**src/hw/dswseq_regs.svh**
```systemverilog
// timing constants and field positions for the deep-sleep wake sequencer
`ifndef DSWSEQ_REGS_SVH
`define DSWSEQ_REGS_SVH
// power mode register field positions
`define DSWSEQ_MODE_SLEEP_BIT 0
`define DSWSEQ_MODE_SLOW_BIT 1
`define DSWSEQ_MODE_IGNORE_PWR_BIT 3
// sync-request wake comes from this port b line
`define DSWSEQ_SYNC_GPIO_BIT 10
// debounce tick: 250 Hz from the rtc source, filter length in ticks
`define DSWSEQ_DEB_TICKS 3
`endif

```
**src/hw/dswseq_pkg.sv**
```systemverilog
// types shared by the deep-sleep wake sequencer
package dswseq_pkg;
    // sequencer states, one-hot
    typedef enum logic [5:0] {
        DSW_RUN = 6'h01,
        DSW_WAIT_IDLE = 6'h02,
        DSW_WAIT_ACC = 6'h04,
        DSW_SHORT = 6'h08,
        DSW_DEEP = 6'h10,
        DSW_WAKE = 6'h20
    } dswseq_state_t;
    // wake sources after debouncing
    typedef struct packed {
        logic ring;
        logic ext;
        logic sync;
        logic rst;
    } dswseq_wake_t;
endpackage : dswseq_pkg

```
**src/hw/dswseq_top.sv**
```systemverilog
// deep-sleep entry and wake sequencer
`timescale 1ns/1ps
`include "dswseq_regs.svh"
module dswseq_top
    import dswseq_pkg::*;
(
    // clock and reset
    input wire logic mclk,
    input wire logic rst,
    // slow debounce clock from the rtc source, sampled as a pin
    input wire logic deb_clk_250,
    // wake pins and events
    input wire logic ring_indicator_pin_n,
    input wire logic external_wake_n,
    input wire logic system_reset_n,
    input wire logic [15:0] general_io_port_b,
    input wire logic rtc_event,
    // power good inputs
    input wire logic adapter_power_good,
    input wire logic battery_power_good,
    // power mode register contents
    input wire logic [7:0] power_mode_register,
    // bus status
    input wire logic bus_idle,
    input wire logic bus_access,
    // interrupt masks (one per source: ring, ext, sync, rtc)
    input wire logic [3:0] wake_irq_mask,
    // outputs
    output logic bus_grant_pmu,
    output logic deep_sleep,
    output logic short_sleep,
    output logic wake_pulse,
    output logic [3:0] wake_irq
);
    // ************************************
    // input synchronisers
    // ************************************
    // three flops per pin; change taken when stages two and three agree
    logic [7:0] s1_r, s2_r, s3_r;
    logic [7:0] raw;
    logic [7:0] cln_r; // agreed value
    assign raw = {deb_clk_250, rtc_event, adapter_power_good, battery_power_good,
                  ~ring_indicator_pin_n, ~external_wake_n,
                  // sync source from port b line
                  general_io_port_b[`DSWSEQ_SYNC_GPIO_BIT], ~system_reset_n};
    // sample chain
    always_ff @(posedge mclk) begin
        if (rst) begin
            s1_r <= 8'h00;
            s2_r <= 8'h00;
            s3_r <= 8'h00;
            cln_r <= 8'h00;
        end else begin
            s1_r <= raw;
            s2_r <= s1_r;
            s3_r <= s2_r;
            // only bits whose stages agree update
            cln_r <= (cln_r & ~(s2_r ~^ s3_r)) | (s2_r & (s2_r ~^ s3_r));
        end
    end
    // ************************************
    // debounce on the 250 hz tick
    // ************************************
    logic tick_d_r; // previous tick level
    logic tick;
    assign tick = cln_r[7] & ~tick_d_r;
    always_ff @(posedge mclk) begin
        if (rst) begin
            tick_d_r <= 1'b0;
        end else begin
            tick_d_r <= cln_r[7];
        end
    end
    // per source counters: ring, ext, sync, rst
    logic [1:0] deb_cnt_r [4];
    logic [3:0] deb_r; // debounced levels
    // filter four sources, only on tick
    always_ff @(posedge mclk) begin
        if (rst) begin
            for (int i = 0; i < 4; i++) begin
                deb_cnt_r[i] <= 2'h0;
            end
            deb_r <= 4'h0;
        end else if (tick) begin
            for (int i = 0; i < 4; i++) begin
                if (cln_r[i] == deb_r[i]) begin
                    deb_cnt_r[i] <= 2'h0;
                end else if (deb_cnt_r[i] == 2'(`DSWSEQ_DEB_TICKS - 1)) begin
                    deb_cnt_r[i] <= 2'h0;
                    deb_r[i] <= cln_r[i];
                end else begin
                    deb_cnt_r[i] <= deb_cnt_r[i] + 2'h1;
                end
            end
        end
    end
    // ************************************
    // wake decision
    // ************************************
    logic rtc_ev; // rtc not debounced
    logic any_wake;
    logic pwr_ok;
    assign rtc_ev = cln_r[6];
    // no mask in the wake path
    assign any_wake = |deb_r | rtc_ev;
    assign pwr_ok = cln_r[5] | cln_r[4] | power_mode_register[`DSWSEQ_MODE_IGNORE_PWR_BIT];
    logic sleep_req;
    assign sleep_req = power_mode_register[`DSWSEQ_MODE_SLEEP_BIT]
                       & power_mode_register[`DSWSEQ_MODE_SLOW_BIT];
    // ************************************
    // sequencer
    // ************************************
    dswseq_state_t st_r, st_nxt;
    always_comb begin
        st_nxt = st_r;
        unique case (st_r)
            DSW_RUN: begin
                if (sleep_req && !any_wake) begin
                    st_nxt = DSW_WAIT_IDLE;
                end
            end
            DSW_WAIT_IDLE: begin
                if (any_wake || !sleep_req) begin
                    st_nxt = DSW_RUN;
                end else if (bus_idle) begin
                    st_nxt = DSW_WAIT_ACC;
                end
            end
            DSW_WAIT_ACC: begin
                if (any_wake || !sleep_req) begin
                    st_nxt = DSW_RUN;
                end else if (bus_access) begin
                    st_nxt = DSW_SHORT;
                end
            end
            DSW_SHORT: begin
                st_nxt = DSW_DEEP;
            end
            DSW_DEEP: begin
                if (any_wake && pwr_ok) begin
                    st_nxt = DSW_WAKE;
                end
            end
            DSW_WAKE: begin
                st_nxt = DSW_RUN;
            end
        endcase
    end
    always_ff @(posedge mclk) begin
        if (rst) begin
            st_r <= DSW_RUN;
        end else begin
            st_r <= st_nxt;
        end
    end
    // ************************************
    // registered outputs
    // ************************************
    // grant drops on the wake step
    always_ff @(posedge mclk) begin
        if (rst) begin
            bus_grant_pmu <= 1'b0;
            deep_sleep <= 1'b0;
            short_sleep <= 1'b0;
            wake_pulse <= 1'b0;
        end else begin
            bus_grant_pmu <= (st_nxt == DSW_SHORT) || (st_nxt == DSW_DEEP);
            deep_sleep <= st_nxt == DSW_DEEP;
            short_sleep <= st_nxt == DSW_SHORT;
            wake_pulse <= st_nxt == DSW_WAKE;
        end
    end
    // debounced levels by source name, so the irq order cannot slip against the filter order
    dswseq_wake_t deb_src;
    assign deb_src = dswseq_wake_t'(deb_r);
    always_ff @(posedge mclk) begin
        if (rst) begin
            wake_irq <= 4'h0;
        end else begin
            wake_irq <= {deb_src.ring, deb_src.ext, deb_src.sync, rtc_ev} & ~wake_irq_mask;
        end
    end
endmodule : dswseq_top

```
**config.mk**
```make
export PLATFORM = sky130hd
export DESIGN_NAME = dswseq_top
export DESIGN_NICKNAME = d
export VERILOG_FILES = /design/src/hw/dswseq_pkg.sv /design/src/hw/dswseq_top.sv
export VERILOG_INCLUDE_DIRS = /design/src /design/src/hw
export SDC_FILE = /design/constraint.sdc
export NUM_CORES = 1
export LEC_CHECK = 0
export BUFFER_PORTS_ARGS = -buffer_cell sky130_fd_sc_hd__buf_2
export CAP_MARGIN = 0
export CORE_UTILIZATION = 55
export CTS_CLUSTER_SIZE = 20
export DETAILED_ROUTE_END_ITERATION = 12
export MAX_ROUTING_LAYER = met4
export PLACE_DENSITY = 0.79
export SYNTH_ARGS = -nofsm -noshare
export SYNTH_HDL_FRONTEND = slang
export SYNTH_SLANG_ARGS = --single-unit
```
**constraint.sdc**
```tcl
create_clock -name mclk -period 5.5 [get_ports mclk]
set_input_delay 0.55 -clock mclk [delete_from_list [all_inputs] [get_ports mclk]]
set_output_delay 0.55 -clock mclk [all_outputs]
set_load 0.05 [all_outputs]
```
# Word-level counts from Yosys, hierarchy flattened
# Memory sizes are Yosys's and may differ from the RTL's.
# Index checks and enable logic that the tools add are counted.
# Widths: inputs -> output; s select.
dict set report totals {
  register_bits 51
  mem_bits_rw 8
  inputBits 39
  out_inout_bits 8
  word_cells 157
  mem_count 1
}
# name depth width rd rd_clocked_by_memory_dff wr line_no
set mem_list {}
lappend mem_list {deb_cnt_r 4 2 4 0 4 dswseq_top.sv:75} ;# logic [1:0] deb_cnt_r [4];
dict set report op_classes {
  add_sub_neg 4
  n_eq_ne 17
  muxes 77
  n_bitwise 32
  n_reduce_logical 11
}
# cell n
set op_table {}
lappend op_table {{$mux 1} 58}
lappend op_table {{$mux 6} 6}
lappend op_table {{$pmux 6 s6} 1}
lappend op_table {{$mux 2} 12}
lappend op_table {{$and 8x8->8} 2}
lappend op_table {{$or 1x1->1} 15}
lappend op_table {{$eq 6x4->1 const B} 2}
lappend op_table {{$eq 6x5->1 const B} 2}
lappend op_table {{$eq 6x6->1 const B} 2}
lappend op_table {{$reduce_and 3->1} 4}
lappend op_table {{$add 2x1->2 const B} 4}
lappend op_table {{$eq 2x2->1 const B} 4}
lappend op_table {{$not 1->1} 8}
lappend op_table {{$not 8->8} 1}
lappend op_table {{$or 8x8->8} 1}
lappend op_table {{$xnor 8x8->8} 1}
lappend op_table {{$eq 6x1->1 const B} 1}
lappend op_table {{$eq 6x2->1 const B} 1}
lappend op_table {{$eq 6x3->1 const B} 1}
lappend op_table {{$and 4x4->4} 1}
lappend op_table {{$eq 1x1->1} 4}
lappend op_table {{$not 4->4} 1}
lappend op_table {{$reduce_or 4->1} 1}
lappend op_table {{$and 1x1->1} 2}
lappend op_table {{other kinds (3)} 6}

# Longest topological paths before layout
# Gate-level depths: netlist of run 1.
dict set report logic_depth {
  ltp_word 8
  mapped_depth 7
  ltp_nobuf 6
}

# Least setup slack after synthesis of run 1
# No wires, ideal clock.
dict set report synth_path {
  kind {register -> register}
  from {register deb_r[3]}
  to {register bus_grant_pmu}
  setup_time_ns 0.067
  arrival_ns 1.829
  path_slack_ns 3.603
  path_stages_with_launch 7
  path_buffers 0
  period_less_slack_ns 1.897
  path_cell_list {dfxtp_1 -> or4_4 -> or3_4 -> nor3_2 -> a31oi_1 -> or2_1 -> a21oi_2}
}
dict set report synth_between {
  elab_chain_cells 8
}
# item line_no
set synth_lines {}
lappend synth_lines {{start: declaration} dswseq_top.sv:76} ;# logic [3:0] deb_r;
lappend synth_lines {{start signal: indexed assignment} dswseq_top.sv:90} ;# deb_r[i] <= cln_r[i];
lappend synth_lines {{$reduce_or 4->1 *} dswseq_top.sv:105} ;# assign any_wake = |deb_r | rtc_ev;
lappend synth_lines {{$or 1x1->1 *} dswseq_top.sv:105}
lappend synth_lines {{$logic_not 1->1} dswseq_top.sv:118} ;# if (sleep_req && !any_wake) begin
lappend synth_lines {{$logic_and 1x1->1} dswseq_top.sv:118}
lappend synth_lines {{$mux 6} dswseq_top.sv:118}
lappend synth_lines {{$pmux 6 s6 *} dswseq_top.sv:116} ;# unique case (st_r)
lappend synth_lines {{$eq 6x4->1 / $eq 6x5->1 (equally long branches)} dswseq_top.sv:167} ;# bus_grant_pmu <= (st_nxt == DSW_SHORT) || (st_nxt == DSW_DEEP);
lappend synth_lines {{$logic_or 1x1->1 *} dswseq_top.sv:167}
lappend synth_lines {{end signal: assignment} dswseq_top.sv:167}
lappend synth_lines {{end: declaration} dswseq_top.sv:29} ;# output logic bus_grant_pmu,
# Mark *: on every way between the ends. The rest lies on a longest branch, timed or not.
# A chain may end at the register's enable or synchronous reset.

# Worst setup path in the final report of run 1
dict set report layout_path {
  from {register deb_r[3]}
  to {register short_sleep}
}
dict set report layout_between {
  elab_chain_cells 7
}
# item line_no
set layout_lines {}
lappend layout_lines {{$reduce_or 4->1 *} dswseq_top.sv:105}
lappend layout_lines {{$or 1x1->1 *} dswseq_top.sv:105}
lappend layout_lines {{$logic_not 1->1} dswseq_top.sv:118}
lappend layout_lines {{$logic_and 1x1->1} dswseq_top.sv:118}
lappend layout_lines {{$mux 6} dswseq_top.sv:118}
lappend layout_lines {{$pmux 6 s6 *} dswseq_top.sv:116}
lappend layout_lines {{$eq 6x4->1 *} dswseq_top.sv:169} ;# short_sleep <= st_nxt == DSW_SHORT;
lappend layout_lines {{end signal: assignment} dswseq_top.sv:164} ;# short_sleep <= 1'b0;
lappend layout_lines {{end signal: assignment} dswseq_top.sv:169}
lappend layout_lines {{end: declaration} dswseq_top.sv:31} ;# output logic short_sleep,
# Marked as above.

==> impl_metrics.toml, run 1 <==
[run_status]
status = "finished clean"

[logic_synthesis]
synth.distinct_cells = 36
synth_area_leaders = "dfxtp_1, edfxtp_1, nor2b_1"
synth-seq-cells = 59
ys_warn_count = 0
syn_nets = 267
synth_top_cell_by_area = "dfxtp_1"
ys_seq_area_frac = 0.5698
syn_inst = 224
synth_top_area_frac = 0.4613
syn_area_mm2 = 0.002213
synth_area_per_cell_um2 = 9.881

[clock_tree]
cts_buffer_depth = 2
post_cts_buffers = 0
ctsHoldBuffers = 0
cts_resized = 0
clkLatencyLatePin_ns = 0.33
clk_pin_slew_ns = 0.06
cts_tree = "built"
ctsHtreeMaxLevel = 3
numCtsBuffers = 9
cts_root_buf = "clkbuf_8"
clock-sinks = 59

[place]
io_buffers = 26
dp_slack_ns = 3.379
hpwl_um = 2381
dpl-instance-area_mm2 = 0.002367
gp_congestion = 0.8842

[routing]
ant_nets = 0
vias = 1619
post_drt_wl_per_cell_um = 11.89
routed_wl_um = 3603
drc = 0
drt_iter0_markers = 101
dr.pass1.iters = 6
avgViaCountPerCell = 5.343

[worst_setup_path]
critPathSlowestCell = "or4_4"
path_class = "flop to flop"
reg2regPathDepth = 6
worstPathRequired_ns = 5.75
cp_max_fo = 6
setup.worst_path.end_class = "flop"
crit_chain = "or4_4 > nor3_4 > o21ai_1 > a31oi_1 > nand4b_1 > nor3_1"
cp_slowest_stage_delay_ns = 0.58
crit_arrival_ns = 2.41
worstSetupStartpointType = "flop"

[sta]
finalHoldViolCount = 0
setup_slack_ns = 3.339
timing.hold.ws_ns = 0.3631
setup-tns-final_ns = 0
fin_crit_sh = 0.3929
fmax_ghz = 0.4627
min_period_ns = 2.161
slew_headroom = 0.4336
clock-skew-final_ns = 0.005664
final-setup-viol-count = 0
slew_viol_final = 0
rsz0062_at_grt = "no"
worstMarginPinSlew_ns = 0.8496

[grt]
antenna_found_initial = 0
grt_pass1_wl_um = 6161
grt.overflow.total = 0
grt_max_degree = 52
grt_pass1_vias = 1481
grt_usage = 0.2043

[worst_hold_path]
whs_path_depth = 2
min_path_type = "input pin to flop"

[pwr]
pwr-share-clk = 0.414
power_frac_seq = 0.544
p_leak_nw = 0.9908
p_per_area_mw_per_mm2 = 328.3
swShare = 0.2097
combPwrFrac = 0.042
p_int_mw = 0.6599
vdd.ir_drop.worst_v = 0.0002442
p_switching_mw = 0.1751

[layout]
diodes = 0
drive_gt1_frac = 0.1961
nets = 295
design_area_mm2 = 0.002544
areaGrowthSynthToFinish_pct = 14.92
fillerInstances = 297

[floorplan]
initial_utilization = 0.5869
die_width_um = 65.44
ioPinCount = 47
dieHeight_um = 65.44
dieArea_mm2 = 0.004282
rows = 22
coreArea_mm2 = 0.003771

[job]
cap_violations = 0
[per-layer routing]
metal	wire length, um	global-route usage	part of all wire	vias to the layer above
li1	-	-	-	824
met2	1798	0.3415	0.50	51
met3	205	0.1059	0.057	4
met1	1556	0.2002	0.43	740
met5	0	-	0	-
met4	42	0.07880	0.012	0
[kinds of logic after synthesis]
group	synth area share
xor+xnor	0.02374
simple gates	0.2583
fa+ha+maj	0.02261
buf+inv	0.02657
flops	0.5698
compound gates	0.09893
[power by group through the flow]
stage          Clock [mW]  Combinational [mW]  Sequential (mW)
2_1_floorplan           0              0.0267            0.460
3_3_place_gp            0              0.0340            0.463
3_5_place_dp            0              0.0349            0.464
4_1_cts             0.354              0.0356            0.454
5_1_grt             0.374              0.0399            0.456
6_report            0.345              0.0353            0.454
[synth_stat cells]
cell type  count
or4_4          1
and2_1         2
clkbuf_1       7
ha_1           4
nand4b_1       1
xnor2_1        4
nor4b_1        2
nor3_1         5
buf_2          2
nor3_4         1
nand2_1       23
o21ai_0       14
edfxtp_1       8
or2_2          4
or3_1          3
nor2b_1       24
nand2b_1       2
a21oi_1       15
a31o_2         1
o21ai_1        1
a211oi_1       1
dfxtp_1       51
nor3_2         1
nor2_1        13
xor2_1         2
nand3_1        5
nor4_1         8
nand4_1        1
or3_4          1
a21oi_2        1
or2_1          1
o32a_2         1
nor3b_1        4
inv_1          6
a31oi_1        2
o211a_1        2
[cell usage in the layout (no fill, tap or decap), drive strengths merged]
cell type / synthesis / routed
or2: 5 / 5
or3: 4 / 4
nand2: 23 / 23
buf: 2 / 26
a21oi: 16 / 16
o21ai: 15 / 15
nand2b: 2 / 2
nor3b: 4 / 4
nand4: 1 / 1
o211a: 2 / 2
or4: 1 / 1
ha: 4 / 4
nor2b: 24 / 24
clkbuf: 7 / 12
edfxtp: 8 / 8
and2: 2 / 2
nand3: 5 / 5
o32a: 1 / 1
nor4b: 2 / 2
nor2: 13 / 13
dfxtp: 51 / 51
nor4: 8 / 8
a211oi: 1 / 1
xnor2: 4 / 4
a31o: 1 / 1
clkinv: 0 / 2
a31oi: 2 / 2
nand4b: 1 / 1
nor3: 7 / 7
xor2: 2 / 2
inv: 6 / 6
[worst paths after layout]
kind	start	end	slack, ns
min	external_wake_n	s1_r[2]	0.36
min reg2reg	s1_r[5]	s2_r[5]	0.44
max	deb_r[3]	short_sleep	3.34
max reg2reg	deb_r[3]	short_sleep	3.34
[metrics by stage]
step                      std cells  total power, mW    util
after global placement          289           0.4971  0.6277
after global routing            303           0.8694  0.6745
final                           303           0.8350  0.6745
after detailed placement        289           0.4985  0.6277
after CTS                       303           0.8444  0.6745
after floorplan                 224           0.4866       -
[worst max-delay path: cells and delay by family, from the launching register on]
| family | cells | cell delay (ns) |
|---|---|---|
| simple gates | 4 | 1.31 |
| flops | 1 | 0.35 |
| compound gates | 2 | 0.41 |
[cell type report]
cell class / count / area, um2 / share of cell area
Clock buffer: 12 / 166.4 / 0.06542
Clock inverter: 2 / 10.01 / 0.003935
Inverter: 6 / 22.52 / 0.008854
Multi-Input combinational cell: 150 / 893.4 / 0.3512
Sequential cell: 59 / 1261 / 0.4958
Tap cell: 48 / 60.06 / 0.02361
Timing Repair Buffer: 26 / 130.1 / 0.05116
Note: power is estimated with default switching activity, not from simulation.
==> run 2: changes to the inputs <==
- ABC_AREA: default -> 1
- CORE_UTILIZATION: 55 -> 48
- PLACE_DENSITY: 0.79 -> 0.73
- clock period: 5.5 -> 1.9 ns (I/O delays scaled with it)
==> impl_metrics.toml, run 2 <==
[logic_synthesis]
ys_seq_area_frac = 0.5653
syn_area_mm2 = 0.002231
synth_area_leaders = "dfxtp_1, edfxtp_1, nor2_1"
async_flop_share = 0
synth.distinct_cells = 26
ys.flop_type = "dfxtp_1"
synth_most_common_cell = "nor2_1"
ys_warn_count = 0
synth_edf_count = 8
synth-seq-cells = 59
synth_area_per_cell_um2 = 8.387
syn_nets = 309
synth_top_cell_by_area = "dfxtp_1"
syn_inst = 266
synth_top_area_frac = 0.4577
yosys-top-cells-count = "nor2_1, dfxtp_1, inv_1"

[grt]
grt_pass1_vias = 1608
grtUsageMet3 = 0.06205
busiest_layer = "met2"
grt.overflow.total = 0
grt_max_degree = 35
grt_usage = 0.1790
grt_use_met1 = 0.2078
antenna_found_initial = 0
grt_pass1_wl_um = 6596
grt_util_met2 = 0.2735

[sta]
finalHoldViolCount = 0
slew_headroom = 0.6074
worstMarginPinSlew_ns = 0.5882
setup-tns-final_ns = 0
setup_slack_ns = 0.5965
slew_viol_final = 0
final-setup-viol-count = 0
clock-skew-final_ns = 0.007004
fin_crit_sh = 0.6861
rsz0062_at_grt = "no"
fmax_ghz = 0.7671
min_period_ns = 1.304

[clock_tree]
ctsHtreeMaxLevel = 3
cts_root_buf = "clkbuf_8"
cts_tree = "built"
cts_buffer_depth = 2
numCtsBuffers = 9
clk_pin_slew_ns = 0.07
cts_resized = 0
clkLatencyLatePin_ns = 0.33
clock-sinks = 59

[worst_setup_path]
worstPathRequired_ns = 2.08
path_class = "flop to flop"
cp_max_fo = 7
crit_arrival_ns = 1.48
worstSetupStartpointType = "flop"
setup.worst_path.end_class = "flop"

[floorplan]
ioPinCount = 47
coreArea_mm2 = 0.004414
dieArea_mm2 = 0.004925
dieHeight_um = 70.18
initial_utilization = 0.5054
die_width_um = 70.18
rows = 24

[layout]
diodes = 0
areaGrowthSynthToFinish_pct = 19.29
fillerInstances = 409
multiInputGateArea_um2 = 773.2
layout_commonest_cell = "nor2_1"
regArea_mm2 = 0.001261
nets = 347
layout_common_cells = "nor2_1, dfxtp_1, inv_1, buf_2, nand2_1"
drive_gt1_frac = 0.1683

[job]
cap_violations = 0

[routing]
dr.pass1.iters = 4
vias = 1710
drc = 0
drt_iter0_markers = 109
post_drt_wl_per_cell_um = 10.45
avgViaCountPerCell = 4.737
ant_nets = 0
routed_wl_um = 3772

[pwr]
p_total_mw = 2.510
p_leak_nw = 1.199
vdd.ir_drop.worst_v = 0.0006607
p_per_area_mw_per_mm2 = 943.0

[place]
gp_congestion = 0.8491
hpwl_um = 2501
dp_slack_ns = 0.6131
io_buffers = 26

[worst_hold_path]
min_path_type = "input pin to flop"

[run_status]
status = "finished clean"
-- run 2: changes by cell type in the layout (fill, tap and decap cells not counted), sizes merged, moves of 5 or more --
| cell | change |
|---|---|
| a21oi | +5 |
| dlygate4sd3 | +6 |
| inv | +41 |
| nand3 | +7 |
| nor2 | +54 |
| nor2b | -24 |
| nor4 | -8 |
-- run 2: logic make-up after synthesis --
kind of cell,after synthesis,share of synthesized area
AND/OR/NAND/NOR,109,0.2204
buffers and inverters,52,0.08805
AO/OA/AOI/OAI,42,0.1038
flip-flops,59,0.5653
adder cells (fa/ha/maj),4,0.02243
-- run 2: layout make-up --
type	instances	share of cell area
well taps	52	0.02445
clock inverters	6	0.02022
inverters	46	0.06488
multi-input cells	155	0.2906
flip-flops and latches	59	0.4739
repair buffers	33	0.07428
clock buffers	10	0.05172
-- run 2: per-stage QoR --
step	hold WS [ns]	instance area [um2]	std cells	utilization
2_1_floorplan	0.2567	2231	266	-
3_5_place_dp	0.3428	2410	339	0.5459
6_report	0.01944	2661	361	0.6029
5_1_grt	0.002218	2661	361	0.6029
4_1_cts	0.002749	2661	361	0.6029
3_3_place_gp	0.3405	2410	339	0.5459
-- run 2: final timing paths --
check	cells past startpoint	startpoint	slack (ns)	end
hold reg to reg	2	s1_r[2]	0.40	s2_r[2]
setup reg to reg	6	flop	0.60	deb_cnt_r[3][0]
setup / recovery	6	flop	0.60	deb_cnt_r[3][0]
hold / removal	2	wake_irq_mask[1]	0.02	wake_irq[1]
-- run 2: worst max-delay path, cell delays in order (launching register included) --
cell and delay (ns):
dfxtp_1 0.35, inv_1 0.09, nor2_4 0.16, inv_1 0.13, nor2_1 0.17, o211ai_1 0.13, nor2_1 0.12
-- run 2: metal layers --
metal,up-vias,wire [um]
met2,27,1715
li1,910,-
met3,6,166
met5,-,0
met1,767,1813
met4,0,76
-- run 2: what timing repair did --
item / CTS / global route
setup buffers: 0 / 0
hold buffers: 6 / 0
endpoints found under the setup margin: 0 / 0
hold endpoints to repair: 6 / 0
-- run 2: power breakdown --
part,internal [mW],switching [mW],leakage [nW]
sequential,1.29,0.0147,0.498
combinational,0.0486,0.0637,0.600
clock,0.628,0.461,0.101
total,1.97,0.539,1.20
==> run 3: changes to the inputs <==
- ABC_AREA: 1 -> 0
- clock period: 1.9 -> 1.1 ns (I/O delays scaled with it)
==> impl_metrics.toml, run 3 (same netlist as run 1, synthesis figures left out) <==
[run_status]
status = "complete, but fails checks"
violations = "negative setup slack"

[sta]
clock-skew-final_ns = 0.008358
fmax_ghz = 0.5015
final-setup-viol-count = 18
min_period_ns = 1.994
slew_viol_final = 0
rsz0062_at_grt = "yes"
slew_headroom = 0.7236
worstMarginPinSlew_ns = 0.4116
finalHoldViolCount = 0
fin_crit_sh = 1.813
setup-tns-final_ns = -6.991
setup_slack_ns = -0.8938
timing.hold.ws_ns = 0.07079

[routing]
post_drt_wl_per_cell_um = 13.73
avgViaCountPerCell = 5.085
drt_iter0_markers = 87
ant_nets = 0
dr.pass1.iters = 4
routed_wl_um = 5010
drc = 0
vias = 1856

[worst_setup_path]
worstPathRequired_ns = 1.36
crit_chain = "or4_4 > nor3_4 > o21ai_1 > a31oi_1 > nand4b_1 > a21oi_2"
critPathSlowestCell = "or4_4"
cp_max_fo = 3
setup.worst_path.end_class = "flop"
reg2regPathDepth = 6
crit_arrival_ns = 2.25
r2r_setup_slack_ns = -0.89
cp_slowest_stage_delay_ns = 0.56
worstSetupStartpointType = "flop"
path_class = "flop to flop"

[clock_tree]
clkLatencyLatePin_ns = 0.34
cts_tree = "built"
numCtsBuffers = 9
cts_buffer_depth = 2
cts_root_buf = "clkbuf_8"
clock-sinks = 59
ctsHtreeMaxLevel = 3
clk_pin_slew_ns = 0.07

[layout]
areaGrowthSynthToFinish_pct = 47.37
drive_gt1_frac = 0.3994
stdcell_count = 365
regArea_mm2 = 0.001264
nets = 351
multiInputGateArea_mm2 = 0.001092
fillerInstances = 291
design_area_mm2 = 0.003262
layout_common_cells = "dfxtp_1, buf_4, buf_2, nor2b_1, nand2_1"
diodes = 0
layout_commonest_cell = "dfxtp_1"

[job]
cap_violations = 0

[pwr]
p_leak_nw = 1.304
p_per_area_mw_per_mm2 = 1469
vdd.ir_drop.worst_v = 0.001443

[floorplan]
rows = 24
coreArea_mm2 = 0.004384
ioPinCount = 47
die_width_um = 69.91
dieArea_mm2 = 0.004887
dieHeight_um = 69.91
initial_utilization = 0.5049

[grt]
grt_pass1_wl_um = 7859
grt_max_degree = 20
antenna_found_initial = 0
grt.overflow.total = 0
grt_pass1_vias = 1746
grt_usage = 0.2177

[place]
dp_slack_ns = -0.7734
hpwl_um = 3096
io_buffers = 26
gp_congestion = 0.8921
placed_cells = 331
dpl-instance-area_mm2 = 0.002691

[worst_hold_path]
whs_path_depth = 3
min_path_type = "input pin to flop"
## run 3: changes by cell type in the layout (fill, tap and decap cells not counted), sizes merged, moves of 6 or more
| cell | before | now |
|---|---|---|
| inv | 47 | 7 |
| nor2b | 0 | 24 |
| nand3 | 12 | 5 |
| dlygate4sd3 | 6 | 12 |
| buf | 27 | 70 |
| nor4 | 0 | 8 |
| nor2 | 67 | 13 |
## run 3: worst max-delay path: cells and delay by family, from the launching register on
kind             cells  cell delay (ns)
flip-flops           1             0.32
AO/OA/AOI/OAI        3             0.59
AND/OR/NAND/NOR      3             0.99
## run 3: report_power, final
part | internal [mW] | switching [mW]
registers | 2.24 | 0.0248
logic | 0.184 | 0.160
clock network | 1.34 | 0.851
total | 3.76 | 1.04
## run 3: final cells by class
| class | count | share of cell area |
|---|---|---|
| Sequential cell | 59 | 0.3874 |
| Multi-Input combinational cell | 150 | 0.3349 |
| Timing Repair Buffer | 82 | 0.1818 |
| Clock buffer | 10 | 0.04219 |
| Clock inverter | 6 | 0.02685 |
| Tap cell | 52 | 0.01995 |
| Inverter | 6 | 0.006904 |
## run 3: final timing paths
check | startpoint | to
setup / recovery | deb_r[0] | bus_grant_pmu
hold / removal | rst | st_r[0]
setup reg to reg | deb_r[0] | bus_grant_pmu
hold reg to reg | s1_r[1] | s2_r[1]
## run 3: repair_timing
| item | 4_1_cts | 5_1_grt |
|---|---|---|
| endpoints found under the hold margin | 12 | 0 |
| hold buffers | 12 | 0 |
| setup endpoints to repair | 27 | 25 |
| resized for setup | 9 | 26 |
| buffers inserted | 5 | 2 |
| cloned | 0 | 1 |
| pin swaps | 5 | 8 |
## run 3: per-layer routing
metal / vias up / global-route usage / part of all wire
met5: - / - / 0
met4: 0 / 0.08889 / 0.022
met3: 13 / 0.08658 / 0.044
met2: 41 / 0.3237 / 0.50
met1: 862 / 0.2640 / 0.44
li1: 940 / - / -
## run 3: per-stage QoR
| stage | total power [mW] | util |
|---|---|---|
| final | 4.792 | 0.7440 |
| after global routing | 4.993 | 0.7440 |
| after detailed placement | 2.565 | 0.6139 |
| after floorplan | 2.448 | - |
| after CTS | 4.803 | 0.7083 |
| after global placement | 2.558 | 0.6139 |
